<file path="src/rtl/core_sfr_pkg.sv">
// Shared constants and types for the core special-function register bank
package core_sfr_pkg;

  // Register indexes; the bus byte address is four times the index
  localparam logic [9:0] IDX_TIMER_ZERO_VALUE  = 10'h001;
  localparam logic [9:0] IDX_PROGRAM_COUNTER_LOW = 10'h002;
  localparam logic [9:0] IDX_STATUS_FLAGS      = 10'h003;
  localparam logic [9:0] IDX_INDIRECT_POINTER  = 10'h004;
  localparam logic [9:0] IDX_FIRST_PORT_DATA   = 10'h005;
  localparam logic [9:0] IDX_SECOND_PORT_DATA  = 10'h006;
  localparam logic [9:0] IDX_POWER_CONTROL     = 10'h008;
  localparam logic [9:0] IDX_PORT_B_WAKE_CONTROL = 10'h009;
  localparam logic [9:0] IDX_PC_HIGH_BUFFER    = 10'h00a;

  // Status field positions
  localparam int STATUS_CARRY      = 0;
  localparam int STATUS_HALF_CARRY = 1;
  localparam int STATUS_ZERO       = 2;
  localparam int STATUS_POWER_DOWN = 3;
  localparam int STATUS_WDT_EXPIRY = 4;
  localparam int STATUS_BANK_LO    = 6;
  localparam int STATUS_BANK_HI    = 7;

  // Power control field positions
  localparam int POWER_CONTROL_COMPARATOR   = 2;
  localparam int POWER_CONTROL_LVR          = 3;
  localparam int POWER_CONTROL_LVD          = 5;
  localparam int POWER_CONTROL_WATCHDOG     = 7;

  // High buffer field positions
  localparam int PCHB_BOOST_STOP   = 6;
  localparam int PCHB_SINK_ENABLE  = 7;

  // Reset values
  localparam logic [7:0]  STATUS_RESET        = 8'h18;
  localparam logic [7:0]  POWER_CONTROL_RESET = 8'h88;
  localparam logic [5:0]  PORT_B_WAKE_RESET   = 6'h3f;
  localparam logic [2:0]  PC_HIGH_BUF_RESET   = 3'h0;
  localparam logic [10:0] PROGRAM_COUNTER_RESET = 11'h000;
  localparam logic [7:0]  INDIRECT_PTR_RESET  = 8'h00;

  typedef enum logic [2:0] {
    instr_step,
    instr_short_jump,
    instr_short_call,
    instr_long_jump,
    instr_long_call,
    instr_sleep,
    instr_clear_watchdog
  } instr_kind_t;

  typedef enum logic [1:0] {
    alu_none,
    alu_add,
    alu_sub,
    alu_logic
  } alu_op_t;

endpackage : core_sfr_pkg

</file>
<file path="src/rtl/timer_zero_if.sv">
// Link between the register bank and the timer-zero counter
`timescale 1ns/1ps
`default_nettype none
interface timer_zero_if;
  logic       load;        // One-cycle load strobe
  logic [7:0] load_value;  // Byte to load
  logic [7:0] count;       // Live count

  modport bank  (output load, output load_value, input count);
  modport timer (input load, input load_value, output count);
endinterface : timer_zero_if
`default_nettype wire

</file>
<file path="src/rtl/timer_zero_counter.sv">
// Timer-zero counter with clock-source choice
`timescale 1ns/1ps
`default_nettype none
module timer_zero_counter
  import core_sfr_pkg::*;
(
  input  wire logic clk_sys,                 // System clock
  input  wire logic sys_rst,                 // Async reset, high
  input  wire logic instruction_clock,       // One-cycle tick per instruction
  input  wire logic external_count_input,    // Count pin, asynchronous
  input  wire logic low_osc_clock,           // Low-frequency oscillator, asynchronous
  input  wire logic timer_zero_mode_select,  // 0: instruction clock, 1: pin or low osc
  input  wire logic low_osc_select,          // Configuration word: low osc instead of pin
  timer_zero_if.timer link                   // Load and count to the bank
);

  logic [2:0] ext_sync;
  logic [2:0] osc_sync;
  logic       count_tick;

  // Two stages before use; the third stage only feeds edge detection
  always_ff @(posedge clk_sys or posedge sys_rst)
  begin
    if (sys_rst)
    begin
      ext_sync <= 3'h0;
      osc_sync <= 3'h0;
    end
    else
    begin
      ext_sync <= {ext_sync[1:0], external_count_input};
      osc_sync <= {osc_sync[1:0], low_osc_clock};
    end
  end

  always_comb
  begin
    if (!timer_zero_mode_select)
      count_tick = instruction_clock;
    else if (low_osc_select)
      count_tick = osc_sync[1] & ~osc_sync[2];
    else
      count_tick = ext_sync[1] & ~ext_sync[2];
  end

  // A load wins over a tick in the same cycle
  always_ff @(posedge clk_sys or posedge sys_rst)
  begin
    if (sys_rst)
      link.count <= 8'h00;
    else if (link.load)
      link.count <= link.load_value;
    else if (count_tick)
      link.count <= link.count + 8'h01;
  end

endmodule : timer_zero_counter
`default_nettype wire

</file>
<file path="src/rtl/core_special_register_bank.sv">
// Core special-function register bank with APB access
// Functional notes
// - Reading the timer-zero register returns the live running count.
// - Writing the timer-zero register replaces the count at once.
// - Timer zero counts instruction clock, count pin or low oscillator by selection.
// - PC low byte of an 11-bit PC; PC steps by one unless loaded.
// - PC bits 10:8 come from the high buffer on low-byte writes and short calls; other loads and steps set them too.
// - Short jump loads PC[8:0] from instruction, PC[10:9] from buffer bits 2:1.
// - Short call loads PC[7:0], PC[10:8] from buffer, pushes PC+1.
// - Long jump or call loads all 11 bits; long call pushes PC+1.
// - Carry is one on add carry or subtract without borrow.
// - Half carry is one on carry from, or no borrow into, bit 3.
// - Zero flag set when a logical result is zero, else cleared.
// - Power-down flag one after reset or watchdog clear, zero after sleep.
// - Watchdog expiry flag one after reset, clear or sleep; zero on timeout.
// - Two-bit bank select picks data bank 0 to 3.
// - Pointer bits 6:0 select one of 128 registers; bit 7 general.
// - Port read gives pin for inputs; outputs give pin or latch by option.
// - Port writes land in the output data latch.
// - Second port bits 7 and 6 are general read/write storage.
// - Power control holds watchdog, LVD, LVR, comparator enables; others general.
// - Port-B wake control gives six wake enables, all reset to one.
// - Writing one to the boost stop bit ends crystal speed-up.
// - Constant sink enable is high buffer bit 7, reset zero.
//
// Local design decision: the APB interface to the registers.
`timescale 1ns/1ps
`default_nettype none
module core_special_register_bank
  import core_sfr_pkg::*;
(
  input  wire logic        clk_sys,                    // System clock, 50 MHz
  input  wire logic        sys_rst,                    // Async reset, high
  // APB slave
  input  wire logic        psel,                       // Select
  input  wire logic        penable,                    // Access phase
  input  wire logic        pwrite,                     // Write when high
  input  wire logic [11:0] paddr,                      // Byte address
  input  wire logic [31:0] pwdata,                     // Write data
  output logic      [31:0] prdata,                     // Read data
  output logic             pready,                     // Ready
  output logic             pslverr,                    // Error on unmapped address
  // Instruction sequencing from the core
  input  wire logic        instr_valid,                // One instruction retires
  input  wire instr_kind_t instr_kind,                 // Kind of retiring instruction
  input  wire logic [10:0] instr_target,               // Address field of the instruction
  input  wire logic        alu_valid,                  // ALU result strobe
  input  wire alu_op_t     alu_op,                     // ALU operation class
  input  wire logic [7:0]  alu_a,                      // First operand
  input  wire logic [7:0]  alu_b,                      // Second operand
  input  wire logic [7:0]  alu_logic_result,           // Result of a logical operation
  input  wire logic        watchdog_timeout,           // Watchdog expired, one-cycle pulse
  // Pins and options
  input  wire logic [7:0]  first_port_pins,            // First port pin levels, async
  input  wire logic [5:0]  second_port_pins,           // Second port pin levels, async
  input  wire logic [7:0]  first_port_is_input,        // 1: pin is an input
  input  wire logic [5:0]  second_port_is_input,       // 1: pin is an input
  input  wire logic        port_readback_option,       // 1: outputs read the latch
  input  wire logic        timer_zero_mode_select,     // Timer source select
  input  wire logic        timer_zero_low_osc_select,  // Configuration word source choice
  input  wire logic        instruction_clock,          // Instruction tick
  input  wire logic        external_count_input,       // Timer count pin
  input  wire logic        low_osc_clock,              // Low oscillator
  // Outputs
  output logic      [10:0] program_counter,            // Current PC
  output logic             stack_push,                 // Push strobe
  output logic      [10:0] stack_push_addr,            // Return address pushed
  output logic      [7:0]  status_flags,               // Status register
  output logic      [7:0]  indirect_pointer,           // Indirect pointer
  output logic      [7:0]  first_port_latch,           // First port output latch
  output logic      [7:0]  second_port_latch,          // Second port latch, bits 7:6 general
  output logic      [7:0]  power_control,              // Power control register
  output logic      [5:0]  port_b_wake_enable,         // Port-B wake enables
  output logic      [2:0]  program_counter_high_buffer, // PC high buffer bits
  output logic             crystal_boost_stop,         // Speed-up stopped, sticky
  output logic             constant_sink_enable        // Constant sink on
);

  timer_zero_if tz ();

  logic [7:0]  first_pins_meta;
  logic [7:0]  first_pins_sync;
  logic [5:0]  second_pins_meta;
  logic [5:0]  second_pins_sync;
  logic        access;
  logic        wr_en;
  logic [9:0]  reg_index;
  logic        addr_aligned;
  logic [7:0]  wbyte;
  logic [7:0]  read_byte;
  logic        read_hit;
  logic [10:0] pc_plus_one;

  assign access       = psel & penable & pready;
  assign wr_en        = access & pwrite & addr_aligned;
  assign reg_index    = paddr[11:2];
  assign addr_aligned = (paddr[1:0] == 2'b00);
  assign wbyte        = pwdata[7:0];
  assign pc_plus_one  = program_counter + 11'h001;

  function automatic logic [7:0] port_read(input logic [7:0] pins,
                                           input logic [7:0] latch,
                                           input logic [7:0] is_input,
                                           input logic       option);
    logic [7:0] res;
    res = 8'h00;
    for (int i = 0; i < 8; i++)
    begin
      if (is_input[i] || !option)
        res[i] = pins[i];
      else
        res[i] = latch[i];
    end
    return res;
  endfunction : port_read

  function automatic logic half_carry(input alu_op_t op,
                                      input logic [7:0] a,
                                      input logic [7:0] b);
    logic [4:0] nib;
    nib = 5'h00;
    if (op == alu_add)
    begin
      nib = {1'b0, a[3:0]} + {1'b0, b[3:0]};
      return nib[4];
    end
    return a[3:0] >= b[3:0];
  endfunction : half_carry

  function automatic logic full_carry(input alu_op_t op,
                                      input logic [7:0] a,
                                      input logic [7:0] b);
    logic [8:0] sum;
    sum = 9'h000;
    if (op == alu_add)
    begin
      sum = {1'b0, a} + {1'b0, b};
      return sum[8];
    end
    return a >= b;
  endfunction : full_carry

  timer_zero_counter u_timer_zero (
    .clk_sys                (clk_sys),
    .sys_rst                (sys_rst),
    .instruction_clock      (instruction_clock),
    .external_count_input   (external_count_input),
    .low_osc_clock          (low_osc_clock),
    .timer_zero_mode_select (timer_zero_mode_select),
    .low_osc_select         (timer_zero_low_osc_select),
    .link                   (tz.timer)
  );

  // Pins are asynchronous; reads only see the second stage
  always_ff @(posedge clk_sys or posedge sys_rst)
  begin
    if (sys_rst)
    begin
      first_pins_meta  <= 8'h00;
      first_pins_sync  <= 8'h00;
      second_pins_meta <= 6'h00;
      second_pins_sync <= 6'h00;
    end
    else
    begin
      first_pins_meta  <= first_port_pins;
      first_pins_sync  <= first_pins_meta;
      second_pins_meta <= second_port_pins;
      second_pins_sync <= second_pins_meta;
    end
  end

  // One wait state: pready rises the cycle after the access phase starts
  always_ff @(posedge clk_sys or posedge sys_rst)
  begin
    if (sys_rst)
      pready <= 1'b0;
    else
      pready <= psel & penable & ~pready;
  end

  always_comb
  begin
    read_byte = 8'h00;
    read_hit  = 1'b1;
    if (reg_index == IDX_TIMER_ZERO_VALUE)
      read_byte = tz.count;
    else if (reg_index == IDX_PROGRAM_COUNTER_LOW)
      read_byte = program_counter[7:0];
    else if (reg_index == IDX_STATUS_FLAGS)
      read_byte = status_flags;
    else if (reg_index == IDX_INDIRECT_POINTER)
      read_byte = indirect_pointer;
    else if (reg_index == IDX_FIRST_PORT_DATA)
      read_byte = port_read(first_pins_sync, first_port_latch,
                            first_port_is_input, port_readback_option);
    else if (reg_index == IDX_SECOND_PORT_DATA)
      read_byte = port_read({second_port_latch[7:6], second_pins_sync},
                            second_port_latch, {2'b00, second_port_is_input},
                            port_readback_option);
    else if (reg_index == IDX_POWER_CONTROL)
      read_byte = power_control;
    else if (reg_index == IDX_PORT_B_WAKE_CONTROL)
      read_byte = {2'b00, port_b_wake_enable};
    else if (reg_index == IDX_PC_HIGH_BUFFER)
      read_byte = {constant_sink_enable, 1'b0, 3'b000,
                   program_counter_high_buffer};
    else
      read_hit = 1'b0;
  end

  // Read data is captured with pready so it stands in the answer cycle
  always_ff @(posedge clk_sys or posedge sys_rst)
  begin
    if (sys_rst)
    begin
      prdata  <= 32'h0000_0000;
      pslverr <= 1'b0;
    end
    else if (psel & penable & ~pready)
    begin
      prdata  <= (pwrite || !read_hit || !addr_aligned) ? 32'h0000_0000
                                                         : {24'h00_0000, read_byte};
      pslverr <= ~read_hit | ~addr_aligned;
    end
    else
    begin
      prdata  <= 32'h0000_0000;
      pslverr <= 1'b0;
    end
  end

  // Timer load strobe into the counter module
  assign tz.load       = wr_en & (reg_index == IDX_TIMER_ZERO_VALUE);
  assign tz.load_value = wbyte;

  // Program counter; a software write to the low byte behaves as a computed jump
  always_ff @(posedge clk_sys or posedge sys_rst)
  begin
    if (sys_rst)
      program_counter <= PROGRAM_COUNTER_RESET;
    else if (wr_en && reg_index == IDX_PROGRAM_COUNTER_LOW)
      program_counter <= {program_counter_high_buffer, wbyte};
    else if (instr_valid)
    begin
      case (instr_kind)
        instr_short_jump:
          program_counter <= {program_counter_high_buffer[2:1],
                              instr_target[8:0]};
        instr_short_call:
          program_counter <= {program_counter_high_buffer,
                              instr_target[7:0]};
        instr_long_jump,
        instr_long_call:
          program_counter <= instr_target;
        default:
          program_counter <= pc_plus_one;
      endcase
    end
  end

  // Return address push for calls
  always_ff @(posedge clk_sys or posedge sys_rst)
  begin
    if (sys_rst)
    begin
      stack_push      <= 1'b0;
      stack_push_addr <= 11'h000;
    end
    else
    begin
      stack_push <= instr_valid &&
                    (instr_kind == instr_short_call || instr_kind == instr_long_call);
      if (instr_valid)
        stack_push_addr <= pc_plus_one;
    end
  end

  // Status: hardware events override a software write in the same cycle
  always_ff @(posedge clk_sys or posedge sys_rst)
  begin
    if (sys_rst)
      status_flags <= STATUS_RESET;
    else
    begin
      if (wr_en && reg_index == IDX_STATUS_FLAGS)
        status_flags <= wbyte;
      if (alu_valid && (alu_op == alu_add || alu_op == alu_sub))
      begin
        status_flags[STATUS_CARRY]      <= full_carry(alu_op, alu_a, alu_b);
        status_flags[STATUS_HALF_CARRY] <= half_carry(alu_op, alu_a, alu_b);
      end
      if (alu_valid && alu_op == alu_logic)
        status_flags[STATUS_ZERO] <= (alu_logic_result == 8'h00);
      if (instr_valid && instr_kind == instr_clear_watchdog)
      begin
        status_flags[STATUS_POWER_DOWN] <= 1'b1;
        status_flags[STATUS_WDT_EXPIRY] <= 1'b1;
      end
      if (instr_valid && instr_kind == instr_sleep)
      begin
        status_flags[STATUS_POWER_DOWN] <= 1'b0;
        status_flags[STATUS_WDT_EXPIRY] <= 1'b1;
      end
      if (watchdog_timeout)
        status_flags[STATUS_WDT_EXPIRY] <= 1'b0;
    end
  end

  // Pointer for indirect access; bank bits come from status
  always_ff @(posedge clk_sys or posedge sys_rst)
  begin
    if (sys_rst)
      indirect_pointer <= INDIRECT_PTR_RESET;
    else if (wr_en && reg_index == IDX_INDIRECT_POINTER)
      indirect_pointer <= wbyte;
  end

  // Port output latches
  always_ff @(posedge clk_sys or posedge sys_rst)
  begin
    if (sys_rst)
    begin
      first_port_latch  <= 8'h00;
      second_port_latch <= 8'h00;
    end
    else
    begin
      if (wr_en && reg_index == IDX_FIRST_PORT_DATA)
        first_port_latch <= wbyte;
      if (wr_en && reg_index == IDX_SECOND_PORT_DATA)
        second_port_latch <= wbyte;
    end
  end

  // Power control enables
  always_ff @(posedge clk_sys or posedge sys_rst)
  begin
    if (sys_rst)
      power_control <= POWER_CONTROL_RESET;
    else if (wr_en && reg_index == IDX_POWER_CONTROL)
      power_control <= wbyte;
  end

  // Wake enables; upper two bits are not stored
  always_ff @(posedge clk_sys or posedge sys_rst)
  begin
    if (sys_rst)
      port_b_wake_enable <= PORT_B_WAKE_RESET;
    else if (wr_en && reg_index == IDX_PORT_B_WAKE_CONTROL)
      port_b_wake_enable <= wbyte[5:0];
  end

  // High buffer, sink enable and boost stop; boost stop cannot be undone
  always_ff @(posedge clk_sys or posedge sys_rst)
  begin
    if (sys_rst)
    begin
      program_counter_high_buffer <= PC_HIGH_BUF_RESET;
      constant_sink_enable        <= 1'b0;
      crystal_boost_stop          <= 1'b0;
    end
    else if (wr_en && reg_index == IDX_PC_HIGH_BUFFER)
    begin
      program_counter_high_buffer <= wbyte[2:0];
      constant_sink_enable        <= wbyte[PCHB_SINK_ENABLE];
      if (wbyte[PCHB_BOOST_STOP])
        crystal_boost_stop <= 1'b1;
    end
  end

endmodule : core_special_register_bank
`default_nettype wire

</file>
<file path="config.mk">
export PLATFORM = sky130hd
export DESIGN_NAME = core_special_register_bank
export DESIGN_NICKNAME = d
export VERILOG_FILES = /design/src/rtl/core_sfr_pkg.sv /design/src/rtl/timer_zero_if.sv /design/src/rtl/timer_zero_counter.sv /design/src/rtl/core_special_register_bank.sv
export SDC_FILE = /design/constraint.sdc
export NUM_CORES = 1
export LEC_CHECK = 0
export ABC_AREA = 1
export BUFFER_PORTS_ARGS = -buffer_cell sky130_fd_sc_hd__clkbuf_2
export CAP_MARGIN = 0
export CORE_UTILIZATION = 54
export CTS_CLUSTER_DIAMETER = 30
export CTS_CLUSTER_SIZE = 8
export DETAILED_ROUTE_END_ITERATION = 16
export GPL_TIMING_DRIVEN = 0
export PLACE_DENSITY = 0.86
export REMOVE_ABC_BUFFERS = 1
export SYNTH_ARGS = -nofsm -noshare
export SYNTH_HDL_FRONTEND = slang
export SYNTH_HIERARCHICAL = 1
export SYNTH_SLANG_ARGS = --single-unit
</file>
<file path="constraint.sdc">
create_clock -name clk_sys -period 7 [get_ports clk_sys]
set_input_delay 0.7 -clock clk_sys [delete_from_list [all_inputs] [get_ports clk_sys]]
set_output_delay 0.7 -clock clk_sys [all_outputs]
set_load 0.02 [all_outputs]
</file>
==> metrics.csv <==
stage,metric,value,unit
clocking,clock-pin slew on the worst setup and hold paths,0.06,ns
power_and_ir_drop,combinational share of power,15.2,%
detailed_routing,Top Layer Used,met4,
clocking,Clock H-tree levels,4,
synthesis,Mapped Cells,816,
detailed_routing,drt first-iter violations,474,
critical_path,critical path's largest stage delay,0.58,ns
power_and_ir_drop,Lkg Pwr,4.333,nW
die,Core Area,0.01201,mm^2
clocking,post-CTS sizing,0,
power_and_ir_drop,internal power,0.001500,W
final_layout,Final nets,1150,
placed_design,GP Congestion,0.9008,
final_layout,leading registers by flop count,"program_counter x11, stack_push_addr x11",
timing,RSZ-0062 raised after global routing,no,
detailed_routing,DR WL/cell,16.00,um
power_and_ir_drop,Switching Fraction,28.76,%
die,# rows,40,
critical_path,CP endpoint kind,register,
die,Die Y,113.0,um
final_layout,Ant. Diodes,0,
detailed_routing,Vias/cell,5.382,
final_layout,share of cells above drive strength 1,27.83,%
timing,clock skew,0.007025,ns
clocking,clock tree buffer depth,2,
timing,crit share post-route,38.47,%
global_route,total global-route track usage,31.07,%
global_route,Congestion Overflow GR,0,
synthesis,synth warn,6,
timing,setup TNS,0,ns
clocking,hold_buf cts,0,
clocking,setup bufs post-CTS,0,
flow_run,Max Cap Viol,0,
die,die area,0.01277,mm^2
synthesis,Async SR Flop Fraction,100.0,%
synthesis,mapped cell area,0.006653,mm^2
timing,Final Critical Period,2.693,ns
synthesis,share of the yosys chip area belonging to registers,47.58,%
critical_path,Top delay family on crit path,simple AND/OR/NAND/NOR gates,
clocking,Clock Root Buffer,clkbuf_16,
critical_path,arrival time at the worst endpoint,3.00,ns
die,Ports,234,
power_and_ir_drop,total power,0.002106,W
critical_path,CP cell instances,clkbuf_2 -> nor2_2 -> nand2_2 -> nor2_4 -> nand4_1 -> nor2_1 -> inv_2 -> or2_2 -> nand3_2 -> nand2_1,
timing,Max Clk Rate,371.3,MHz
detailed_routing,met2 WL,9209,um
global_route,vias in the first global route,5903,
global_route,largest net degree at the start of global routing,58,
power_and_ir_drop,power per standard cell area,255.8,mW/mm^2
detailed_routing,via count of the routed design,6265,
timing,"Slew Viols, Final",0,
clocking,Clock Latency Late Sink,0.41,ns
synthesis,top_reg_cell synth,dfrtp_1,
clocking,CTS tree,done,
detailed_routing,drt pass-1 iters,5,
global_route,first-pass GRT wire length,29780,um
clocking,# clock sinks,126,
power_and_ir_drop,part of the power in registers,39.8,%
placed_design,DP Wirelength,13800,um
power_and_ir_drop,VDD IR max,175.4,uV
timing,Final setup viols,0,
timing,hold_ws,0.3459,ns
min_path,HP Class,reg -> reg,
die,die width,113.0,um
critical_path,"Worst Path Class, Setup",in -> reg,
global_route,initial antenna violation count,0,
power_and_ir_drop,clock share of power,45.0,%
critical_path,Critical Path RT,7.30,ns
detailed_routing,DRT antenna net count,0,
detailed_routing,residual DRC count,0,
final_layout,fill cell count,982,
placed_design,PortBufs,185,
detailed_routing,wl on met1,7516,um
detailed_routing,Routed WL,18620,um
die,Initial Util,55.39,%
timing,Slew headroom,50.97,%
synthesis,Yosys cell types,41,
final_layout,area grow syn2layout,23.74,%
run_status,status,"complete, no violations",
synthesis,"flops & latches, synth",126,
critical_path,crit path buf inv count,2,
power_and_ir_drop,switching power,0.0006056,W
timing,"Hold Vio Cnt, Final",0,
critical_path,CP startpoint kind,input pin,
timing,Slew @ Worst Pin,0.7354,ns
synthesis,syn_area_per_cell,8.153,um^2
synthesis,number of flops mapped to enable cells by yosys,0,
critical_path,crit path max fanout,17,
detailed_routing,met3 routed WL,1451,um
clocking,Num CTS Buffers,17,
critical_path,critical path's slowest cell,nor2_1,
==> kinds of logic (layout without fill, tap and decap cells) <==
group / Yosys count / count (layout) / share of synthesized area (%)
xor+xnor: 8 / 8 / 1.053
flops: 126 / 126 / 47.58
mux: 1 / 1 / 0.1505
compound gates: 130 / 130 / 11.04
simple gates: 395 / 395 / 26.78
fa+ha+maj: 20 / 20 / 3.762
other cells: 1 / 24 / 0.05637
buf+inv: 135 / 313 / 9.573
==> power by group through the flow <==
stage	clock network (W)	logic (W)	registers [W]
after floorplan	0	0.000175	0.000869
after global placement	0	0.000305	0.000847
after detailed placement	0	0.000316	0.000849
after CTS	0.000954	0.000319	0.000837
after global routing	0.000989	0.000359	0.000848
final	0.000948	0.000320	0.000838
==> routing by layer <==
| metal | global-route usage [%] | vias to the layer above |
|---|---|---|
| met5 | 0 | - |
| met4 | 13.07 | 0 |
| met3 | 6.856 | 37 |
| met2 | 52.67 | 268 |
| met1 | 38.60 | 2965 |
| li1 | - | 2995 |
==> area by class of cell <==
class	instances	area (um^2)	area share, %
sequential	126	3166	38.46
multi-input combinational	578	2937	35.67
timing repair buffer	186	953.4	11.58
clock buffer	18	429.2	5.214
inverter	95	359.1	4.362
clock inverter	14	203.9	2.478
tap	147	183.9	2.234
==> synth_stat cells (13+ instances only) <==
cell / n / area share (%)
buf_4: 26 / 2.9
or2_2: 17 / 1.6
o21ai_1: 16 / 1.2
o211ai_1: 13 / 1.5
dfrtp_1: 116 / 44
o21ai_0: 65 / 4.9
a21oi_1: 17 / 1.3
nor2_1: 64 / 3.6
inv_1: 85 / 4.8
nand3_1: 61 / 4.6
nand2_1: 196 / 11
ha_1: 20 / 3.8
nand4_1: 13 / 1.2
==> per-stage QoR <==
step	std cells	instance area, um^2	worst slack [ns]	util, %
2_1_floorplan	799	6459	3.358	-
3_3_place_gp	1131	7569	2.113	63.01
3_5_place_dp	1132	7599	3.939	63.26
4_1_cts	1164	8232	4.360	68.53
5_1_grt	1164	8232	4.045	68.53
6_report	1164	8232	4.307	68.53
==> layout by cell type (no fill, tap or decap), drive strengths merged, types with 13 or more instances in the layout <==
cell type  count
nand2        205
clkbuf       203
dfrtp        116
inv          101
o21ai         84
nor2          75
nand3         65
conb          24
or2           23
ha            20
a21oi         17
nand4         13
o211ai        13
==> worst paths after layout <==
| check | startpoint | cells past startpoint | endpoint | slack [ns] |
|---|---|---|---|---|
| worst max-delay path | paddr[9] | 10 | u_timer_zero/link.count[7] | 4.31 |
| worst min-delay path | u_timer_zero/osc_sync[0] | 0 | u_timer_zero/osc_sync[1] | 0.35 |
| worst max register to register | pready | 6 | u_timer_zero/link.count[7] | 4.99 |
| worst min register to register | u_timer_zero/osc_sync[0] | 0 | u_timer_zero/osc_sync[1] | 0.35 |
| max in group asynchronous | sys_rst | 3 | status_flags[3] | 5.79 |
| min in group asynchronous | sys_rst | 2 | u_timer_zero/link.count[3] | 0.36 |
Note: power is estimated with default switching activity, not from simulation.
